`config.mk`:
```
export PLATFORM = sky130hd
export DESIGN_NAME = igd_deserializer
export DESIGN_NICKNAME = d
export VERILOG_FILES = /design/src/igd_deserializer.v
export VERILOG_INCLUDE_DIRS = /design/src
export SDC_FILE = /design/constraint.sdc
export NUM_CORES = 1
export LEC_CHECK = 0
export ABC_CLOCK_PERIOD_IN_PS = 1700
export CORE_ASPECT_RATIO = 1.5
export CORE_MARGIN = 2
export CORE_UTILIZATION = 35
export DETAILED_ROUTE_END_ITERATION = 12
export DONT_BUFFER_PORTS = 1
export GPL_TIMING_DRIVEN = 0
export HOLD_SLACK_MARGIN = 0.12
export PLACE_DENSITY = 0.5
export SYNTH_ARGS = -nofsm -noshare
export SYNTH_HDL_FRONTEND = slang
export SYNTH_SLANG_ARGS = --single-unit
```
`constraint.sdc`:
```
create_clock -name clk -period 1.7 [get_ports clk]
set_input_delay 0.255 -clock clk [delete_from_list [all_inputs] [get_ports clk]]
set_output_delay 0.255 -clock clk [all_outputs]
set_load 0.02 [all_outputs]
```
`src/igd_defines.vh`:
```
`ifndef IGD_DEFINES_VH
`define IGD_DEFINES_VH

// Parallel word widths for the two gearing ratios
`define IGD_X1_WIDTH 2
`define IGD_X2_WIDTH 4
`define IGD_WORD_WIDTH 4

// Gearing mode select codes
`define IGD_MODE_X1 1'b0
`define IGD_MODE_X2 1'b1

// Reset values and the last x2 counter value
`define IGD_WORD_RESET 4'h0
`define IGD_PAIR_RESET 2'h0
`define IGD_BIT_RESET 1'b0
`define IGD_CNT_RESET 2'h0
`define IGD_CNT_LAST 2'h3

// Synchroniser depth for pin inputs
`define IGD_SYNC_STAGES 2

// Synchroniser pin count and bit positions
`define IGD_PIN_COUNT 4
`define IGD_PIN_DATA 0
`define IGD_PIN_ECL 1
`define IGD_PIN_SCL 2
`define IGD_PIN_MODE 3

`endif

```
`src/igd_deserializer.v`:
```
// Function
// - Bit zero of every parallel word holds the earliest serial bit received.
// - In x1 mode the serial stream becomes two-bit words.
// - The x1 path runs from the core system clock with no domain crossing.
// - In x1 mode the first stage samples data on both system clock edges.
// - In x1 mode a second stage presents the two captured bits together.
// - In x2 mode the serial stream becomes four-bit words.
// - In x2 mode capture uses the fast edge clock, delivery the system clock.
// - In x2 mode the first stage samples data on both fast edge clock edges.
// - In x2 mode a second stage holds the assembled word in the fast domain.
// - In x2 mode a third stage moves the held word into the system domain.
`timescale 1ns/1ps
`default_nettype none
`include "igd_defines.vh"

module igd_deserializer (
  input wire clk,
  input wire nrst,
  input wire gear_x2_mode,
  input wire fast_edge_clock,
  input wire link_sys_clock,
  input wire serial_data,
  input wire out_ready,
  output reg [`IGD_WORD_WIDTH-1:0] out_data_reg,
  output reg out_valid_reg,
  output reg out_x2_word_reg,
  output reg in_ready_reg,
  output reg overflow_reg
);

  // Pin order in the synchroniser: data, edge clock, system clock, mode
  wire [`IGD_PIN_COUNT-1:0] pin_raw;
  wire [`IGD_PIN_COUNT-1:0] pin_sync;
  reg ecl_prev_reg;
  reg scl_prev_reg;
  wire data_s;
  wire ecl_s;
  wire scl_s;
  wire mode_s;

  // Placement follows the pin index macros
  assign pin_raw[`IGD_PIN_DATA] = serial_data;
  assign pin_raw[`IGD_PIN_ECL] = fast_edge_clock;
  assign pin_raw[`IGD_PIN_SCL] = link_sys_clock;
  assign pin_raw[`IGD_PIN_MODE] = gear_x2_mode;

  // Two flip-flops per pin; only the second is read by any logic
  genvar g;
  generate
    for (g = 0; g < `IGD_PIN_COUNT; g = g + 1)
    begin : g_sync
      reg first_reg;
      reg second_reg;
      always @(posedge clk or negedge nrst)
      begin
        if (!nrst)
        begin
          first_reg <= `IGD_BIT_RESET;
          second_reg <= `IGD_BIT_RESET;
        end
        else
        begin
          first_reg <= pin_raw[g];
          second_reg <= first_reg;
        end
      end
      assign pin_sync[g] = second_reg;
    end
  endgenerate

  assign data_s = pin_sync[`IGD_PIN_DATA];
  assign ecl_s = pin_sync[`IGD_PIN_ECL];
  assign scl_s = pin_sync[`IGD_PIN_SCL];
  assign mode_s = pin_sync[`IGD_PIN_MODE];

  // Clock levels one cycle back; reset to the idle low level of both
  // link clocks so that no false edge follows reset
  always @(posedge clk or negedge nrst)
  begin
    if (!nrst)
    begin
      ecl_prev_reg <= `IGD_BIT_RESET;
      scl_prev_reg <= `IGD_BIT_RESET;
    end
    else
    begin
      ecl_prev_reg <= ecl_s;
      scl_prev_reg <= scl_s;
    end
  end

  // Mode decode shared by every stage that gates on the gearing ratio
  function igd_is_x2;
    input mode_bit;
    begin
      igd_is_x2 = (mode_bit == `IGD_MODE_X2);
    end
  endfunction

  // Edge strobes; data shares the clock's sync delay so timing holds
  wire ecl_rise = ecl_s & ~ecl_prev_reg;
  wire ecl_fall = ~ecl_s & ecl_prev_reg;
  wire scl_rise = scl_s & ~scl_prev_reg;
  wire scl_fall = ~scl_s & scl_prev_reg;

  // x1 path: first stage catches one bit on each system clock edge
  // A pair only counts once a falling edge is seen since mode entry,
  // so a stale bit from before a mode change never forms a word
  reg x1_rise_bit_reg;
  reg x1_fall_bit_reg;
  reg x1_have_reg;
  always @(posedge clk or negedge nrst)
  begin
    if (!nrst)
    begin
      x1_rise_bit_reg <= `IGD_BIT_RESET;
      x1_fall_bit_reg <= `IGD_BIT_RESET;
      x1_have_reg <= 1'b0;
    end
    else if (!igd_is_x2(mode_s))
    begin
      if (scl_rise)
        x1_rise_bit_reg <= data_s;
      if (scl_fall)
      begin
        x1_fall_bit_reg <= data_s;
        x1_have_reg <= 1'b1;
      end
    end
    else
      x1_have_reg <= 1'b0;
  end

  // x1 second stage: pair presented at the next rising edge
  // The last pair of a burst waits for a rising edge that may never
  // come; leaving x1 mode discards it
  reg [`IGD_X1_WIDTH-1:0] x1_word_reg;
  reg x1_push_reg;
  always @(posedge clk or negedge nrst)
  begin
    if (!nrst)
    begin
      x1_word_reg <= `IGD_PAIR_RESET;
      x1_push_reg <= 1'b0;
    end
    else
    begin
      x1_push_reg <= 1'b0;
      if (!igd_is_x2(mode_s) && scl_rise && x1_have_reg)
      begin
        // Rising-edge bit came first, so it lands in bit zero
        x1_word_reg <= {x1_fall_bit_reg, x1_rise_bit_reg};
        x1_push_reg <= 1'b1;
      end
    end
  end

  // x2 first stage: shift in on both fast edge clock edges
  // Word boundaries count from the first edge after entering x2; a
  // missed edge misaligns every later word until the mode is left
  reg [`IGD_X2_WIDTH-1:0] x2_shift_reg;
  reg [1:0] x2_cnt_reg;
  reg [`IGD_X2_WIDTH-1:0] x2_hold_reg;
  reg x2_hold_new_reg;
  wire ecl_edge = ecl_rise | ecl_fall;
  wire [`IGD_X2_WIDTH-1:0] x2_shift_next =
    {data_s, x2_shift_reg[`IGD_X2_WIDTH-1:1]};
  always @(posedge clk or negedge nrst)
  begin
    if (!nrst)
    begin
      x2_shift_reg <= `IGD_WORD_RESET;
      x2_cnt_reg <= `IGD_CNT_RESET;
      x2_hold_reg <= `IGD_WORD_RESET;
      x2_hold_new_reg <= 1'b0;
    end
    else if (igd_is_x2(mode_s))
    begin
      if (ecl_edge)
      begin
        // Newest bit enters at the top, earliest drifts to bit zero
        x2_shift_reg <= x2_shift_next;
        x2_cnt_reg <= x2_cnt_reg + 2'h1;
        if (x2_cnt_reg == `IGD_CNT_LAST)
        begin
          // Second stage holds the word stable for the crossing
          x2_hold_reg <= x2_shift_next;
          x2_hold_new_reg <= 1'b1;
        end
      end
      // Flag drops once taken, unless a new word lands in that cycle
      if (scl_rise && x2_hold_new_reg &&
          !(ecl_edge && x2_cnt_reg == `IGD_CNT_LAST))
        x2_hold_new_reg <= 1'b0;
    end
    else
    begin
      x2_cnt_reg <= `IGD_CNT_RESET;
      x2_hold_new_reg <= 1'b0;
    end
  end

  // x2 third stage: system clock edge takes the held word
  // One word per system clock rise, so that clock must not run slower
  // than every fourth edge of the fast edge clock
  reg [`IGD_X2_WIDTH-1:0] x2_word_reg;
  reg x2_push_reg;
  always @(posedge clk or negedge nrst)
  begin
    if (!nrst)
    begin
      x2_word_reg <= `IGD_WORD_RESET;
      x2_push_reg <= 1'b0;
    end
    else
    begin
      x2_push_reg <= 1'b0;
      // Relies on the outside clocks being half rate and phase locked
      if (igd_is_x2(mode_s) && scl_rise && x2_hold_new_reg)
      begin
        x2_word_reg <= x2_hold_reg;
        x2_push_reg <= 1'b1;
      end
    end
  end

  // Select the word of the active mode; x1 words zero-extended
  // Only one path pushes in a cycle since the mode enables just one
  wire push = x1_push_reg | x2_push_reg;
  wire push_x2 = x2_push_reg;
  wire [`IGD_WORD_WIDTH-1:0] push_data = x2_push_reg ? x2_word_reg :
    {2'h0, x1_word_reg};

  // Two-entry buffer: head is the output, skid absorbs one stall
  // The receiver sees valid and data straight from flip-flops; the
  // skid entry lets a stall pass without losing a word
  reg [`IGD_WORD_WIDTH-1:0] skid_data_reg;
  reg skid_x2_reg;
  reg skid_valid_reg;
  // Head is free when empty or taken in this cycle
  wire head_free = ~out_valid_reg | out_ready;
  always @(posedge clk or negedge nrst)
  begin
    if (!nrst)
    begin
      out_data_reg <= `IGD_WORD_RESET;
      out_valid_reg <= 1'b0;
      out_x2_word_reg <= 1'b0;
      skid_data_reg <= `IGD_WORD_RESET;
      skid_x2_reg <= 1'b0;
      skid_valid_reg <= 1'b0;
      in_ready_reg <= 1'b0;
      overflow_reg <= 1'b0;
    end
    else
    begin
      in_ready_reg <= 1'b1;
      overflow_reg <= 1'b0;
      if (head_free)
      begin
        if (skid_valid_reg)
        begin
          out_data_reg <= skid_data_reg;
          out_x2_word_reg <= skid_x2_reg;
          out_valid_reg <= 1'b1;
          skid_valid_reg <= push;
          if (push)
          begin
            skid_data_reg <= push_data;
            skid_x2_reg <= push_x2;
          end
        end
        else if (push)
        begin
          out_data_reg <= push_data;
          out_x2_word_reg <= push_x2;
          out_valid_reg <= 1'b1;
        end
        else
          out_valid_reg <= 1'b0;
      end
      else if (push)
      begin
        // The link cannot be stalled, so a third word is lost
        if (skid_valid_reg)
          overflow_reg <= 1'b1;
        else
        begin
          skid_data_reg <= push_data;
          skid_x2_reg <= push_x2;
          skid_valid_reg <= 1'b1;
        end
      end
      // Warn the receiver once no further word fits
      if (!head_free && (skid_valid_reg || push))
        in_ready_reg <= 1'b0;
    end
  end

endmodule // igd_deserializer

`default_nettype wire

```
======== Yosys cells after proc, flatten, opt, wreduce, memory -nomap -nowiden ========
Index checks and enable logic that the tools add are counted.
storage, ports and cells
  register bits after elaboration ......... 46
  bits of input ports ..................... 7
  output and inout port bits .............. 8
  logic and storage cells ................. 104
cells by class
  add/subtract/negate cells ............... 1
  equal/unequal tests ..................... 7
  muxes and demuxes ....................... 32
  bitwise operators ....................... 13
  reductions and logical operators ........ 22
operators by type and width
  operator                                        number
  2-to-1 mux 4 bit                                7
  2-to-1 mux 1 bit                                23
  AND reduction 2 bit                             5
  logical AND 1 bit                               8
  != test 3 x 1 -> 1 bit (second input constant)  2
  NOT 1 bit                                       6
  nonzero test 2 bit                              3
  AND 1 bit                                       4
  2-to-1 mux 2 bit                                2
  != test 2 x 1 -> 1 bit (second input constant)  2
  != test 2 bit (second input constant)           2
  AND reduction 4 bit                             1
  zero test 1 bit                                 3
  bitwise OR 1 bit                                3
  AND reduction 3 bit                             1
  adder 2 x 1 -> 2 bit (second input constant)    1
  equality test 2 bit (second input constant)     1
  logical OR 1 bit                                1

======== Depth between registers and ports, before layout ========
  word-level depth ........................ 8
  gate-level depth with buffers ........... 5
  depth with buffers taken out ............ 3

======== Worst setup path after synthesis ========
Ideal clock, no wire load.
  kind .................................... register to register
  start ................................... register out_valid_reg
  end ..................................... register skid_data_reg[3]
  arrival ................................. 1.203 ns
  data required time ...................... 1.574 ns
  slack ................................... 0.371 ns
  stages on the path, launching flop included .. 5
  path buffers ............................ 1
  period minus slack after synthesis ...... 1.329 ns
  path through ............................ dfrtp_1 > nand2b_4 > buf_6 > a22o_1 > a311o_1
on the way
  longest elaborated chain between the ends .. 4
  elaborated cells on any way between the ends .. 7
RTL lines
  what                                                      line                    source
  start, declared                                           igd_deserializer.v:25   output reg out_valid_reg,
  start signal, assigned                                    igd_deserializer.v:247  out_valid_reg <= 1'b0;
  start signal, assigned                                    igd_deserializer.v:265  out_valid_reg <= 1'b1;
  start signal, assigned                                    igd_deserializer.v:277  out_valid_reg <= 1'b1;
  NOT 1 bit *                                               igd_deserializer.v:241  wire head_free = ~out_valid_reg | out_ready;
  bitwise OR 1 bit *                                        igd_deserializer.v:241
  != test 2 x 1 -> 1 bit (no line) (tied with other cells)  --
  AND reduction 4 bit (no line)                             --
  end signal, assigned                                      igd_deserializer.v:249  skid_data_reg <= `IGD_WORD_RESET;
  end signal, assigned                                      igd_deserializer.v:269  skid_data_reg <= push_data;
  end signal, assigned                                      igd_deserializer.v:289  skid_data_reg <= push_data;
  end, declared                                             igd_deserializer.v:237  reg [`IGD_WORD_WIDTH-1:0] skid_data_reg;
Every way passes the cells marked *; elsewhere a longest branch is shown, timed or not.
A chain may end at the register's enable or synchronous reset.

======== Worst setup path after layout ========
  start ................................... register out_valid_reg
  end ..................................... register skid_data_reg[1]
The elaborated chain is that of the path after synthesis.

==> flow_results.xml <==
<?xml version="1.0" encoding="UTF-8"?>
<metrics>
  <group name="clock_network">
    <metric name="cts_root_buf" unit="">sky130_fd_sc_hd__clkbuf_8</metric>
    <metric name="cts.clk_slew.worst_paths" unit="ns">0.09</metric>
    <metric name="total_number_of_h_tree_levels" unit="">2</metric>
    <metric name="cts_tree" unit="">done</metric>
    <metric name="clock_sinks" unit="">45</metric>
    <metric name="max-clock-path-buffers" unit="">2</metric>
    <metric name="cts_post_setup_buffers_inserted" unit="">0</metric>
    <metric name="postCtsHoldBufs" unit="">6</metric>
    <metric name="clk_latency" unit="ns">0.30</metric>
    <metric name="cts.repair.resized" unit="">0</metric>
    <metric name="cts_inserted_buffers" unit="">5</metric>
  </group>
  <group name="routing">
    <metric name="final_routed_drc_violation_total" unit="">0</metric>
    <metric name="wl_per_cell" unit="µm">14.07</metric>
    <metric name="first_iter_violations" unit="">28</metric>
    <metric name="vias_per_cell" unit="">4.928</metric>
    <metric name="route.top_layer_used" unit="">met4</metric>
    <metric name="detail_route.first_pass.iterations" unit="">4</metric>
    <metric name="met3WireLength" unit="µm">107</metric>
    <metric name="routed_wirelength" unit="µm">3137</metric>
    <metric name="wl_met2" unit="µm">1711</metric>
    <metric name="via_count" unit="">1099</metric>
    <metric name="detail_route.wirelength.met1" unit="µm">1243</metric>
    <metric name="antenna_left" unit="">0</metric>
  </group>
  <group name="synthesis">
    <metric name="post_syn_instances" unit="">141</metric>
    <metric name="netlist-cell-type-count" unit="">38</metric>
    <metric name="synthSimpleGateAreaFrac" unit="">0.1258</metric>
    <metric name="yosys_warnings" unit="">0</metric>
    <metric name="ys_seq_elements" unit="">45</metric>
    <metric name="synth.yosys.seq_area_share" unit="">0.6057</metric>
    <metric name="postSynth.topFlopCell" unit="">sky130_fd_sc_hd__dfrtp_1</metric>
    <metric name="adder_cell_share_of_the_synthesized_area" unit="">0.006729</metric>
    <metric name="synth.mux.area_fraction" unit="">0.1326</metric>
    <metric name="synth.cell_area" unit="µm²">1859</metric>
    <metric name="avgSynthCellArea" unit="µm²">13.19</metric>
    <metric name="synth_compound_gate_area_share" unit="">0.08008</metric>
    <metric name="asyncSetResetFlopFracSynth" unit="">1.000</metric>
    <metric name="synth-edff-count" unit="">0</metric>
    <metric name="largest_family_of_logic_cells_by_synthesized_area" unit="">multiplexers</metric>
    <metric name="yosys.area_share.xor_xnor" unit="">0.01817</metric>
    <metric name="synth_fp_nets" unit="">149</metric>
  </group>
  <group name="power_and_ir_drop">
    <metric name="clockPowerShare" unit="">0.301</metric>
    <metric name="power_density" unit="nW/µm²">1046</metric>
    <metric name="irDropWorstVdd" unit="mV">0.6285</metric>
    <metric name="switching_power" unit="µW">579.5</metric>
    <metric name="power.switching_fraction" unit="">0.2622</metric>
    <metric name="p_seq_frac" unit="">0.594</metric>
    <metric name="leakagePower" unit="nW">0.9209</metric>
    <metric name="power.share.combinational" unit="">0.106</metric>
    <metric name="power.internal" unit="mW">1.630</metric>
    <metric name="design_power" unit="mW">2.210</metric>
  </group>
  <group name="cells_and_area">
    <metric name="nNetsFinal" unit="">162</metric>
    <metric name="area_growth" unit="%">13.66</metric>
    <metric name="final_layout_size_suffix_gt1_frac" unit="">0.2516</metric>
    <metric name="stdcell_count" unit="">223</metric>
    <metric name="final_common_cell" unit="">sky130_fd_sc_hd__dfrtp_1</metric>
    <metric name="insertedDiodeCount" unit="">0</metric>
    <metric name="layout_common_cells" unit="">sky130_fd_sc_hd__dfrtp_1, sky130_fd_sc_hd__mux2_2, sky130_fd_sc_hd__nor2_1</metric>
    <metric name="finish.instance_area" unit="µm²">2113</metric>
  </group>
  <group name="placed_design">
    <metric name="place.port_buffers" unit="">0</metric>
    <metric name="routabilityCongestion" unit="">0.7747</metric>
    <metric name="dp_cells" unit="">209</metric>
    <metric name="postPlaceCellArea" unit="µm²">1944</metric>
    <metric name="dp_hpwl" unit="µm">2159</metric>
  </group>
  <group name="setup_path">
    <metric name="critPathArrivalTime" unit="ns">1.61</metric>
    <metric name="worst_setup_path_start_kind" unit="">flop</metric>
    <metric name="setup.reg_to_reg.worst_slack" unit="ns">0.24</metric>
    <metric name="launching_element_of_the_worst_setup_path" unit="">out_valid_reg</metric>
    <metric name="worstReg2RegStart" unit="">out_valid_reg</metric>
    <metric name="element_type_at_the_critical_path_end" unit="">flop</metric>
    <metric name="r2r.worst_path.cells" unit="">3</metric>
    <metric name="required" unit="ns">1.85</metric>
    <metric name="crit_fanout" unit="">5</metric>
    <metric name="timing.critical_path.to" unit="">skid_data_reg[1]</metric>
    <metric name="regToRegEndpoint" unit="">skid_data_reg[1]</metric>
    <metric name="timing_worst_setup_path_type" unit="">reg -&gt; reg</metric>
  </group>
  <group name="floorplan">
    <metric name="die-area" unit="µm²">5923</metric>
    <metric name="effective_utilization_at_floorplan" unit="">0.3628</metric>
    <metric name="io_pins" unit="">15</metric>
    <metric name="die_width" unit="µm">63.51</metric>
    <metric name="fp-row-count" unit="">32</metric>
    <metric name="placeableCoreArea" unit="µm²">5125</metric>
    <metric name="die_height" unit="µm">93.27</metric>
  </group>
  <group name="sta">
    <metric name="finalWorstPathRequiredPeriod" unit="ns">1.461</metric>
    <metric name="skew" unit="ns">0.01071</metric>
    <metric name="layout_worst_path_cycle_share" unit="">0.8597</metric>
    <metric name="fin_setup_tns" unit="ns">0</metric>
    <metric name="rsz_0062_raised_after_global_routing" unit="">no</metric>
    <metric name="finalMaxSlewViolations" unit="">0</metric>
    <metric name="rel_slew_slack" unit="">0.6386</metric>
    <metric name="final_number_of_setup_violating_endpoints" unit="">0</metric>
    <metric name="fin_worst_hold_slack" unit="ns">0.2130</metric>
    <metric name="worst_slew_pin_slew" unit="ns">0.5383</metric>
    <metric name="fmax" unit="GHz">0.6843</metric>
    <metric name="final_hold_viol_count" unit="">0</metric>
  </group>
  <group name="outcome">
    <metric name="run_status" unit="">finished, final reports clean</metric>
  </group>
  <group name="hold_path">
    <metric name="type_of_the_most_critical_hold_path" unit="">in -&gt; reg</metric>
    <metric name="hold_depth" unit="">3</metric>
  </group>
  <group name="global_routing">
    <metric name="grt_overflow_total" unit="">0</metric>
    <metric name="first_global_vias" unit="">1153</metric>
    <metric name="grt_usage" unit="">0.1230</metric>
    <metric name="grt_max_degree" unit="">46</metric>
    <metric name="number_of_antenna_violations_at_the_first_check_in_global_routing" unit="">0</metric>
    <metric name="grt_first_pass_wirelength" unit="µm">5471</metric>
  </group>
  <group name="run">
    <metric name="timing.max_cap.violations" unit="">0</metric>
  </group>
</metrics>
## layout make-up
type | instances | area (µm²)
Clock buffer | 5 | 68.82
Fill cell | 524 | 3012
Inverter | 2 | 7.507
Timing Repair Buffer | 6 | 77.57
Sequential cell | 45 | 1126
Tap cell | 68 | 85.08
Buffer | 7 | 50.05
Multi-Input combinational cell | 87 | 675.6
Clock inverter | 3 | 22.52
## synthesized netlist by cell type (all sizes together) (3+ instances only)
library cell	count	share of area
nor3	3	0.011
buf	7	0.027
o21ai	7	0.019
a21oi	3	0.0081
nand2	7	0.014
nor2b	4	0.013
nor2	12	0.026
dfrtp	45	0.61
nand3b	3	0.012
mux2	17	0.11
mux2i	4	0.022
## critical path, cell delays in order (launching register included)
cell and delay (ns):
sky130_fd_sc_hd__dfrtp_1 0.57, sky130_fd_sc_hd__nand2b_4 0.10, sky130_fd_sc_hd__xnor2_1 0.46, sky130_fd_sc_hd__a21boi_0 0.19
## how the worst min path moves through the flow
stage / slack (ns) / endpoint / startpoint
CTS: 0.21 / in_ready_reg / out_ready
global route: 0.21 / in_ready_reg / out_ready
global placement: -0.04 / skid_data_reg[2] / nrst
finish: 0.21 / in_ready_reg / out_ready
detailed placement: -0.04 / skid_valid_reg / nrst
floorplan: -0.04 / data_s / nrst
## through the flow
step / setup slack [ns] / util
finish: 0.2386 / 0.4124
global route: 0.1561 / 0.4124
CTS: 0.2437 / 0.4124
detailed placement: 0.2664 / 0.3794
global placement: 0.2769 / 0.3794
floorplan: 0.3706 / -
## power groups by stage
stage | combinational [mW] | sequential [mW] | clock, mW
floorplan | 0.176 | 1.31 | 0
global placement | 0.193 | 1.33 | 0
detailed placement | 0.200 | 1.34 | 0
CTS | 0.239 | 1.32 | 0.698
global route | 0.262 | 1.33 | 0.750
finish | 0.234 | 1.31 | 0.665
## logic make-up after synthesis
group | after synthesis
flip-flops | 45
XOR/XNOR | 3
multiplexers | 21
adder cells (fa/ha/maj) | 1
AO/OA/AOI/OAI | 22
buffers and inverters | 9
AND/OR/NAND/NOR | 40
## per-layer routing
layer | GRT usage | up-vias
met5 | 0 | -
met4 | 0.06522 | 0
met3 | 0.03851 | 6
met2 | 0.2202 | 18
met1 | 0.1261 | 552
li1 | - | 523
Note: power is estimated with default switching activity, not from simulation.
